File: config.mk
export PLATFORM = sky130hd
export DESIGN_NAME = wewd_top
export DESIGN_NICKNAME = d
export VERILOG_FILES = /design/src/core/wewd_pkg.sv /design/src/core/wewd_top.sv /design/src/core/wewd_div.sv /design/src/core/wewd_axil.sv
export SDC_FILE = /design/constraint.sdc
export NUM_CORES = 1
export LEC_CHECK = 0
export ABC_AREA = 1
export BUFFER_PORTS_ARGS = -buffer_cell sky130_fd_sc_hd__buf_2
export CAP_MARGIN = 0
export CORE_ASPECT_RATIO = 0.6
export CORE_MARGIN = 5
export CORE_UTILIZATION = 57
export CTS_BUF_LIST = sky130_fd_sc_hd__clkbuf_8
export DETAILED_ROUTE_END_ITERATION = 12
export PLACE_DENSITY = 0.92
export SYNTH_ARGS = -nofsm -noshare
export SYNTH_HDL_FRONTEND = slang
export SYNTH_SLANG_ARGS = --single-unit
File: constraint.sdc
create_clock -name CLK_SYS -period 2.4 [get_ports CLK_SYS]
set_input_delay 0.48 -clock CLK_SYS [delete_from_list [all_inputs] [get_ports CLK_SYS]]
set_output_delay 0.48 -clock CLK_SYS [all_outputs]
set_load 0.1 [all_outputs]
File: src/core/wewd_pkg.sv
// shared constants, carriers and helpers for the watchdog early-warning divider
package wewd_pkg;

  // ==========================================================================
  // bus carriers
  typedef struct packed {
    logic awvalid;
    logic [7:0] awaddr;
    logic wvalid;
    logic [31:0] wdata;
    logic [3:0] wstrb;
    logic bready;
    logic arvalid;
    logic [7:0] araddr;
    logic rready;
  } wewd_axil_req_t;

  typedef struct packed {
    logic awready;
    logic wready;
    logic bvalid;
    logic [1:0] bresp;
    logic arready;
    logic rvalid;
    logic [31:0] rdata;
    logic [1:0] rresp;
  } wewd_axil_rsp_t;

  localparam logic [1:0] RESP_OKAY = 2'h0;
  localparam logic [1:0] RESP_SLVERR = 2'h2;

  // ==========================================================================
  // register map
  localparam logic [7:0] OFS_DIV_CTRL = 8'h00;
  localparam logic [7:0] OFS_WD_CTRL = 8'h04;

  // divider control fields
  localparam int DIV_CLRMODE_BIT = 5;
  localparam int DIV_MSB_BIT = 4;
  localparam int DIV_EFLAG_BIT = 3;
  localparam int DIV_EEN_BIT = 2;
  localparam int DIV_LSB_HI = 1;
  localparam int DIV_LSB_LO = 0;
  localparam int DIV_RSVD_HI = 7;
  localparam int DIV_RSVD_LO = 6;

  // watchdog control fields
  localparam int WD_FLAG_BIT = 7;
  localparam int WD_IEN_BIT = 6;
  localparam int WD_P3_BIT = 5;
  localparam int WD_CE_BIT = 4;
  localparam int WD_RSTEN_BIT = 3;
  localparam int WD_PLO_HI = 2;
  localparam int WD_PLO_LO = 0;

  // ==========================================================================
  // timing
  localparam logic [2:0] CHG_HOLD = 3'h4;
  localparam logic [21:0] TO_BASE = 22'h000800;
  localparam logic [3:0] WDP_MAX = 4'h9;

  typedef enum logic [1:0] {
    PH_FIRST = 2'b01,
    PH_SECOND = 2'b10
  } wewd_phase_t;

  // reserved prescale codes clamp to the longest interval
  function automatic logic [21:0] wewd_early_len(input logic [3:0] p);
    logic [3:0] c;
    c = (p > WDP_MAX) ? WDP_MAX : p;
    return TO_BASE << c;
  endfunction : wewd_early_len

  function automatic logic [3:0] wewd_div_ratio(input logic [2:0] s);
    return {s, 1'b1};
  endfunction : wewd_div_ratio

  function automatic logic wewd_mapped(input logic [7:0] a);
    return (a == OFS_DIV_CTRL) || (a == OFS_WD_CTRL);
  endfunction : wewd_mapped

endpackage : wewd_pkg

File: src/core/wewd_top.sv
// watchdog early-warning and clock-divider extension, top level
//
// Operation
// - Divider register bits 7:6 read zero and ignore writes.
// - With clear mode set, vector entry keeps the early flag; software clears it.
// - With clear mode zero and early enable set, vector execution clears the early flag.
// - First time-out sets the early flag when early-warning enable is set.
// - Writing one clears the early flag; writing zero leaves it.
// - Early enable plus early flag requests the shared watchdog interrupt.
// - Early interrupt needs both global interrupt enable and early enable.
// - Divide select codes 0..7 divide the oscillator by 1,3,..,15.
// - Divide select msb sits at bit 4, low bits at 1:0.
// - Prescale code gives 2048 divided cycles to first time-out, doubling per code.
// - Reset or interrupt time-out comes at twice the early interval.
// - The second time-out in interrupt mode sets the watchdog flag.
// - Prescale change needs change enable, which clears four cycles after set.
//
// Implementation choices: the AXI4-Lite interface to the registers and the placing of the registers.
`timescale 1ns/10ps
module wewd_top (
  // clock and reset
  input wire logic CLK_SYS,
  input wire logic SRST,
  input wire logic CE,
  // oscillator and core signals
  input wire logic OSC128_TICK,
  input wire logic CPU_GIE,
  input wire logic IRQ_ACK,
  input wire logic WDR_PULSE,
  // register bus
  input wewd_pkg::wewd_axil_req_t AXI_REQ,
  output wewd_pkg::wewd_axil_rsp_t AXI_RSP,
  // watchdog outputs
  output logic IRQ_REQ,
  output logic WD_RESET_REQ,
  output logic EARLY_WARN
);
  import wewd_pkg::*;

  typedef struct packed {
    logic clr_mode;
    logic [2:0] div_sel;
    logic eflag;
    logic een;
    logic tflag;
    logic ien;
    logic rsten;
    logic [3:0] wd_prescale_select;
    logic chg;
    logic [2:0] chg_cnt;
    logic [21:0] cnt;
    wewd_phase_t phase;
    logic irq;
    logic rst_req;
  } wewd_st_t;

  wewd_st_t q, d;

  logic wr_pulse;
  logic [7:0] wr_addr;
  logic [31:0] wr_data;
  logic [3:0] wr_strb;
  logic [7:0] rd_addr;
  logic [31:0] rd_data;
  logic wd_tick;
  logic div_wr;
  logic wd_wr;
  logic ce_wr;
  logic running;
  logic [21:0] cnt_n;
  logic hit_early;
  logic hit_second;

  // ==========================================================================
  // bus slave and divider
  wewd_axil i_wewd_axil (
    .clk_sys(CLK_SYS),
    .srst(SRST),
    .ce(CE),
    .req(AXI_REQ),
    .rsp(AXI_RSP),
    .wr_pulse(wr_pulse),
    .wr_addr(wr_addr),
    .wr_data(wr_data),
    .wr_strb(wr_strb),
    .rd_addr(rd_addr),
    .rd_data(rd_data)
  );

  wewd_div i_wewd_div (
    .clk_sys(CLK_SYS),
    .srst(SRST),
    .ce(CE),
    .osc_tick(OSC128_TICK),
    .div_sel(q.div_sel),
    .wd_tick(wd_tick)
  );

  // ==========================================================================
  // decode and read mux
  assign div_wr = wr_pulse && wr_strb[0] && (wr_addr == OFS_DIV_CTRL);
  assign wd_wr = wr_pulse && wr_strb[0] && (wr_addr == OFS_WD_CTRL);
  assign ce_wr = wd_wr && wr_data[WD_CE_BIT];
  assign running = q.een || q.ien || q.rsten;
  assign cnt_n = q.cnt + 22'h000001;
  assign hit_early = (cnt_n == wewd_early_len(q.wd_prescale_select));
  assign hit_second = (cnt_n == (wewd_early_len(q.wd_prescale_select) << 1));

  always_comb begin
    rd_data = 32'h00000000;
    if (rd_addr == OFS_DIV_CTRL) begin
      // upper bits stay zero from the default above
      rd_data[DIV_CLRMODE_BIT] = q.clr_mode;
      rd_data[DIV_MSB_BIT] = q.div_sel[2];
      rd_data[DIV_EFLAG_BIT] = q.eflag;
      rd_data[DIV_EEN_BIT] = q.een;
      rd_data[DIV_LSB_HI:DIV_LSB_LO] = q.div_sel[1:0];
    end else if (rd_addr == OFS_WD_CTRL) begin
      rd_data[WD_FLAG_BIT] = q.tflag;
      rd_data[WD_IEN_BIT] = q.ien;
      rd_data[WD_P3_BIT] = q.wd_prescale_select[3];
      rd_data[WD_CE_BIT] = q.chg;
      rd_data[WD_RSTEN_BIT] = q.rsten;
      rd_data[WD_PLO_HI:WD_PLO_LO] = q.wd_prescale_select[2:0];
    end
  end

  // ==========================================================================
  // next state
  always_comb begin
    d = q;
    d.rst_req = 1'b0;
    // change window countdown
    if (q.chg) begin
      if (q.chg_cnt == 3'h1) begin
        d.chg = 1'b0;
      end else begin
        d.chg_cnt = q.chg_cnt - 3'h1;
      end
    end
    // divider control write; bits 7:6 are never stored
    if (div_wr) begin
      d.clr_mode = wr_data[DIV_CLRMODE_BIT];
      d.div_sel = {wr_data[DIV_MSB_BIT], wr_data[DIV_LSB_HI:DIV_LSB_LO]};
      d.een = wr_data[DIV_EEN_BIT];
      if (wr_data[DIV_EFLAG_BIT]) begin
        d.eflag = 1'b0;
      end
    end
    // watchdog control write
    if (wd_wr) begin
      d.ien = wr_data[WD_IEN_BIT];
      if (wr_data[WD_FLAG_BIT]) begin
        d.tflag = 1'b0;
      end
      // prescale and reset-enable clear only inside an open window
      if (q.chg) begin
        d.wd_prescale_select = {wr_data[WD_P3_BIT], wr_data[WD_PLO_HI:WD_PLO_LO]};
        d.rsten = wr_data[WD_RSTEN_BIT];
      end else begin
        d.rsten = q.rsten || wr_data[WD_RSTEN_BIT];
      end
      if (ce_wr) begin
        d.chg = 1'b1;
        d.chg_cnt = CHG_HOLD;
      end
    end
    // vector execution
    if (IRQ_ACK) begin
      if (q.eflag && q.een && !q.clr_mode) begin
        d.eflag = 1'b0;
      end
      if (q.tflag && q.ien) begin
        d.tflag = 1'b0;
        // interrupt-and-reset mode falls back to reset mode
        if (q.rsten) begin
          d.ien = 1'b0;
        end
      end
    end
    // time-out counter; set events come last so they beat any clear
    if (WDR_PULSE || !running) begin
      d.cnt = 22'h000000;
      d.phase = PH_FIRST;
    end else if (wd_tick) begin
      d.cnt = cnt_n;
      case (q.phase)
        PH_FIRST: begin
          if (hit_early) begin
            d.phase = PH_SECOND;
            if (q.een) begin
              d.eflag = 1'b1;
            end
          end
        end
        PH_SECOND: begin
          if (hit_second) begin
            d.cnt = 22'h000000;
            d.phase = PH_FIRST;
            if (q.ien && !(q.tflag && q.rsten)) begin
              d.tflag = 1'b1;
            end else if (q.rsten) begin
              d.rst_req = 1'b1;
            end
          end
        end
        default: begin
          d.phase = PH_FIRST;
          d.cnt = 22'h000000;
        end
      endcase
    end
    d.irq = CPU_GIE && ((d.eflag && d.een) || (d.tflag && d.ien));
  end

  always_ff @(posedge CLK_SYS) begin
    if (SRST) begin
      q <= '0;
      q.phase <= PH_FIRST;
    end else if (CE) begin
      q <= d;
    end
  end

  assign IRQ_REQ = q.irq;
  assign WD_RESET_REQ = q.rst_req;
  assign EARLY_WARN = q.eflag;

  logic early_set;
  assign early_set = wd_tick && running && !WDR_PULSE && (q.phase == PH_FIRST) &&
                     hit_early && q.een;
endmodule : wewd_top

File: src/core/wewd_div.sv
// odd-ratio divider of the 128 kHz oscillator tick
`timescale 1ns/10ps
module wewd_div (
  // clock and reset
  input wire logic clk_sys,
  input wire logic srst,
  input wire logic ce,
  // oscillator and select
  input wire logic osc_tick,
  input wire logic [2:0] div_sel,
  // divided tick
  output logic wd_tick
);
  import wewd_pkg::*;

  typedef struct packed {
    logic [3:0] cnt;
    logic tick;
  } wewd_div_st_t;

  wewd_div_st_t q, d;

  // ==========================================================================
  // next state
  always_comb begin
    d = q;
    d.tick = 1'b0;
    if (osc_tick) begin
      // a shrinking ratio mid-count wraps at once instead of overrunning
      if (q.cnt + 4'h1 >= wewd_div_ratio(div_sel)) begin
        d.cnt = 4'h0;
        d.tick = 1'b1;
      end else begin
        d.cnt = q.cnt + 4'h1;
      end
    end
  end

  always_ff @(posedge clk_sys) begin
    if (srst) begin
      q <= '0;
    end else if (ce) begin
      q <= d;
    end
  end

  assign wd_tick = q.tick;
endmodule : wewd_div

File: src/core/wewd_axil.sv
// AXI4-Lite slave front end for the watchdog registers
`timescale 1ns/10ps
module wewd_axil (
  // clock and reset
  input wire logic clk_sys,
  input wire logic srst,
  input wire logic ce,
  // bus
  input wewd_pkg::wewd_axil_req_t req,
  output wewd_pkg::wewd_axil_rsp_t rsp,
  // register side
  output logic wr_pulse,
  output logic [7:0] wr_addr,
  output logic [31:0] wr_data,
  output logic [3:0] wr_strb,
  output logic [7:0] rd_addr,
  input wire logic [31:0] rd_data
);
  import wewd_pkg::*;

  typedef struct packed {
    wewd_axil_rsp_t rsp;
    logic aw_have;
    logic w_have;
    logic wr;
    logic [7:0] addr;
    logic [31:0] data;
    logic [3:0] strb;
  } wewd_axil_st_t;

  wewd_axil_st_t q, d;

  assign rd_addr = req.araddr;

  // ==========================================================================
  // next state
  always_comb begin
    d = q;
    d.wr = 1'b0;
    if (req.awvalid && q.rsp.awready) begin
      d.aw_have = 1'b1;
      d.addr = req.awaddr;
    end
    if (req.wvalid && q.rsp.wready) begin
      d.w_have = 1'b1;
      d.data = req.wdata;
      d.strb = req.wstrb;
    end
    if (q.rsp.bvalid && req.bready) begin
      d.rsp.bvalid = 1'b0;
    end
    // one write at a time: both halves held until the response is gone
    if (q.aw_have && q.w_have && !q.rsp.bvalid) begin
      d.wr = wewd_mapped(q.addr);
      d.rsp.bvalid = 1'b1;
      d.rsp.bresp = wewd_mapped(q.addr) ? RESP_OKAY : RESP_SLVERR;
      d.aw_have = 1'b0;
      d.w_have = 1'b0;
    end
    d.rsp.awready = !d.aw_have && !d.rsp.bvalid;
    d.rsp.wready = !d.w_have && !d.rsp.bvalid;
    if (q.rsp.rvalid && req.rready) begin
      d.rsp.rvalid = 1'b0;
    end
    if (req.arvalid && q.rsp.arready) begin
      d.rsp.rvalid = 1'b1;
      d.rsp.rdata = wewd_mapped(req.araddr) ? rd_data : 32'h00000000;
      d.rsp.rresp = wewd_mapped(req.araddr) ? RESP_OKAY : RESP_SLVERR;
    end
    d.rsp.arready = !d.rsp.rvalid;
  end

  always_ff @(posedge clk_sys) begin
    if (srst) begin
      q <= '0;
    end else if (ce) begin
      q <= d;
    end
  end

  assign rsp = q.rsp;
  assign wr_pulse = q.wr;
  assign wr_addr = q.addr;
  assign wr_data = q.data;
  assign wr_strb = q.strb;

endmodule : wewd_axil

==> results.py <==
metrics = {
    "setup_path": {
        "reg2reg_setup_slack_ns": -0.006,
        "cp-startpoint": "q[5]",
        "cp_max_fo": 4,
        "r2r_cells": 18,
        "arrival_ns": 2.71,
        "required_ns": 2.70,
        "crit_type": "reg2reg",
        "critPathCaptureType": "flop",
        "cp-start-kind": "flop",
        "r2r_start": "q[5]",
        "r2r-end": "IRQ_REQ",
    },
    "die": {
        "die_h_microns": 82.3,
        "io_pins": 108,
        "initial_core_util_pct": 58.6,
        "rows": 26,
        "core_region_area_sq_um": 8490,
        "fp.dieW_microns": 131,
        "die_area_sq_um": 10800,
    },
    "power": {
        "total_power_mw": 3.05,
        "p_leak_nw": 2.55,
        "p_per_area_nw_per_um2": 514,
        "ir_drop_mv": 0.616,
    },
    "clock_network": {
        "numCtsBuffers": 9,
        "clk_pin_slew_ns": 0.09,
        "clock_path_buffers": 2,
        "clock_latency_ns": 0.37,
        "htreeDepth": 3,
        "cts_tree": "done",
        "cts-root-buf": "clkbuf_8",
        "cts_sinks": 83,
        "cts_hold_buf": 0,
    },
    "global_route": {
        "antenna_found_initial": 0,
        "grt.total_usage_pct": 26.1,
        "grt_max_degree": 43,
        "grt_pass1_wl_mm": 22.1,
        "grt_pass1_vias": 4693,
        "grt.overflow.total": 0,
    },
    "placed_design": {
        "placed_area_sq_um": 5510,
        "dp_hpwl_mm": 10.1,
        "post-place-ws_ns": 0.00371,
        "placed_cells": 954,
        "gp_congestion": 0.981,
        "io_buffers": 54,
    },
    "route": {
        "first_pass_iters": 6,
        "vias": 5396,
        "ant_nets": 0,
        "routed_wl_mm": 14.2,
        "drc": 0,
        "met1Wirelength_mm": 6.39,
        "drtIter0Drc": 689,
        "vias_per_cell": 5.55,
        "wl_per_cell_microns": 14.6,
        "top_layer": "met4",
        "route.met3.wl_mm": 1.87,
        "wl_met2_mm": 5.78,
    },
    "sta": {
        "fin_ws_ns": -0.00597,
        "drv_slew": 0,
        "max_freq_mhz": 416,
        "hold_violations": 0,
        "period_needed_ns": 2.41,
        "max_slew_margin_pct": 53.2,
        "tightestPinTransition_ns": 0.700,
        "setup_viol": 1,
        "setup_tns_ns": -0.00597,
        "fin_crit_sh_pct": 100,
        "rsz0062_at_grt": "true",
        "skew_ns": 0.00827,
    },
    "run_status": {
        "failed_checks": "setup timing",
        "status": "complete, but fails checks",
    },
    "min_path": {
        "hold_class": "in2reg",
        "hold_end": "i_wewd_axil.wr_addr[3]",
        "whs_path_depth": 3,
        "min-delay-start": "AXI_REQ[51]",
    },
    "yosys": {
        "yosysSeqAreaShare_pct": 33.4,
        "postSynthCellCount": 768,
        "syn_area_sq_um": 4970,
        "synth-seq-cells": 83,
        "yosysMostFrequentCell": "nand2_1",
        "synth_ff_type": "dfxtp_1",
        "synth_common_cells": "nand2_1 (180), inv_1 (94), dfxtp_1 (83)",
        "yosys.area.top_type": "dfxtp_1",
        "synthTopCellsByArea": "dfxtp_1 (33%), nand2_1 (14%), a21oi_1 (8.1%), inv_1 (7.1%), nand3_1 (6.9%)",
        "yosys_warnings": 0,
        "async_flop_share_pct": 0,
        "ys_types": 34,
        "synth.avg_cell_area_sq_um": 6.47,
        "synth_edf_count": 0,
        "synth_top_area_share_pct": 33.4,
    },
    "finish": {
        "ff_latch_area_sq_um": 1680,
        "final_cells": 972,
        "drive_above_1_share_pct": 22.7,
        "multi_input_area_sq_um": 2840,
        "area_growth_pct": 19.4,
        "insertedDiodeCount": 0,
        "n_fill_cell": 651,
        "fin_area_sq_um": 5940,
        "nNetsFinal": 927,
    },
    "run": {
        "drv_cap": 0,
    },
}
power by group:
part	switching, mW	internal (mW)
clock network	0.559	0.520
registers	0.0319	1.42
logic	0.418	0.105
how the worst max path moves through the flow:
stage / to / slack, ns / cells past startpoint
4_1_cts: IRQ_REQ / 0.009 / 17
3_5_place_dp: q[9] / 0.004 / 17
2_1_floorplan: q[21] / 0.31 / 17
6_report: IRQ_REQ / -0.006 / 18
5_1_grt: q[9] / -0.09 / 17
3_3_place_gp: IRQ_REQ / 0.07 / 17
repair_timing:
item	4_1_cts	5_1_grt
pin swaps	1	17
buffers inserted	1	1
resized for setup	1	58
setup endpoints to repair	7	27
logic make-up after synthesis:
logic type                 share of synthesized area, %
other                                            0.0754
AOI/OAI and AO/OA                                  16.0
xor gates and xnor gates                          0.705
and+or+nand+nor                                    32.8
adders and majority gates                          2.01
buffers and inverters                              15.0
DFF                                                33.4
per-stage QoR:
step           util [%]  hold WS (ns)
4_1_cts            67.5         0.385
5_1_grt            69.9         0.410
3_5_place_dp       64.9         0.451
3_3_place_gp       64.9         0.435
6_report           69.9         0.391
2_1_floorplan         -         0.424
worst max-delay path: stages (launching register included):
cell and delay (ns):
dfxtp_4 0.37, ha_4 0.15, nand2_2 0.08, nor2_4 0.18
nand2_4 0.15, o21ai_4 0.18, nand2_2 0.08, buf_4 0.14
nand2_1 0.05, nand2_1 0.06, nor2_1 0.13, nand2_1 0.10
nor2_1 0.14, nand3_1 0.10, nand2_1 0.09, nand2_1 0.06
nand2_2 0.10, nand2_1 0.05, a21oi_1 0.12
registers in the layout, indices dropped and copies added, names as in the netlist:
register,cells
i_wewd_axil.wr_strb,1
IRQ_REQ,1
i_wewd_axil.wr_pulse,1
i_wewd_div.wd_tick,1
i_wewd_axil.rsp,15
i_wewd_axil.wr_data,8
EARLY_WARN,1
q,40
WD_RESET_REQ,1
i_wewd_axil.wr_addr,8
i_wewd_axil.q,2
i_wewd_div.q,4
cells in the final DEF, fill, tap and decap left out, types with 3 or more instances in the layout:
cell type  count
or2_2          3
buf_4         53
clkbuf_8      10
nor2_1        54
a21oi_2        4
nor2_4        11
conb_1        26
dfxtp_1       73
nand2_1      166
nand3_1       60
ha_1           7
nor4_1         5
dfxtp_2        8
a211oi_1       6
nand3_2        9
a21oi_1       76
nor3_1         8
nand4_1       16
inv_1         94
nand3b_1       6
nor2_2         6
nand2_2       18
o21ai_0       52
buf_2         54
cell type report:
class | count | share of cell area (%)
well taps | 112 | 2.36
flip-flops and latches | 83 | 28.3
clock inverters | 6 | 1.20
repair buffers | 110 | 12.0
inverters | 97 | 6.13
multi-input cells | 554 | 47.7
clock buffers | 10 | 2.32
routing by layer:
layer / GRT usage (%) / vias up
li1: - / 2626
met1: 38.6 / 2404
met4: 6.88 / 0
met3: 5.98 / 33
met2: 38.0 / 333
met5: 0 / -
No activity file was read; power rests on OpenSTA's default activity.
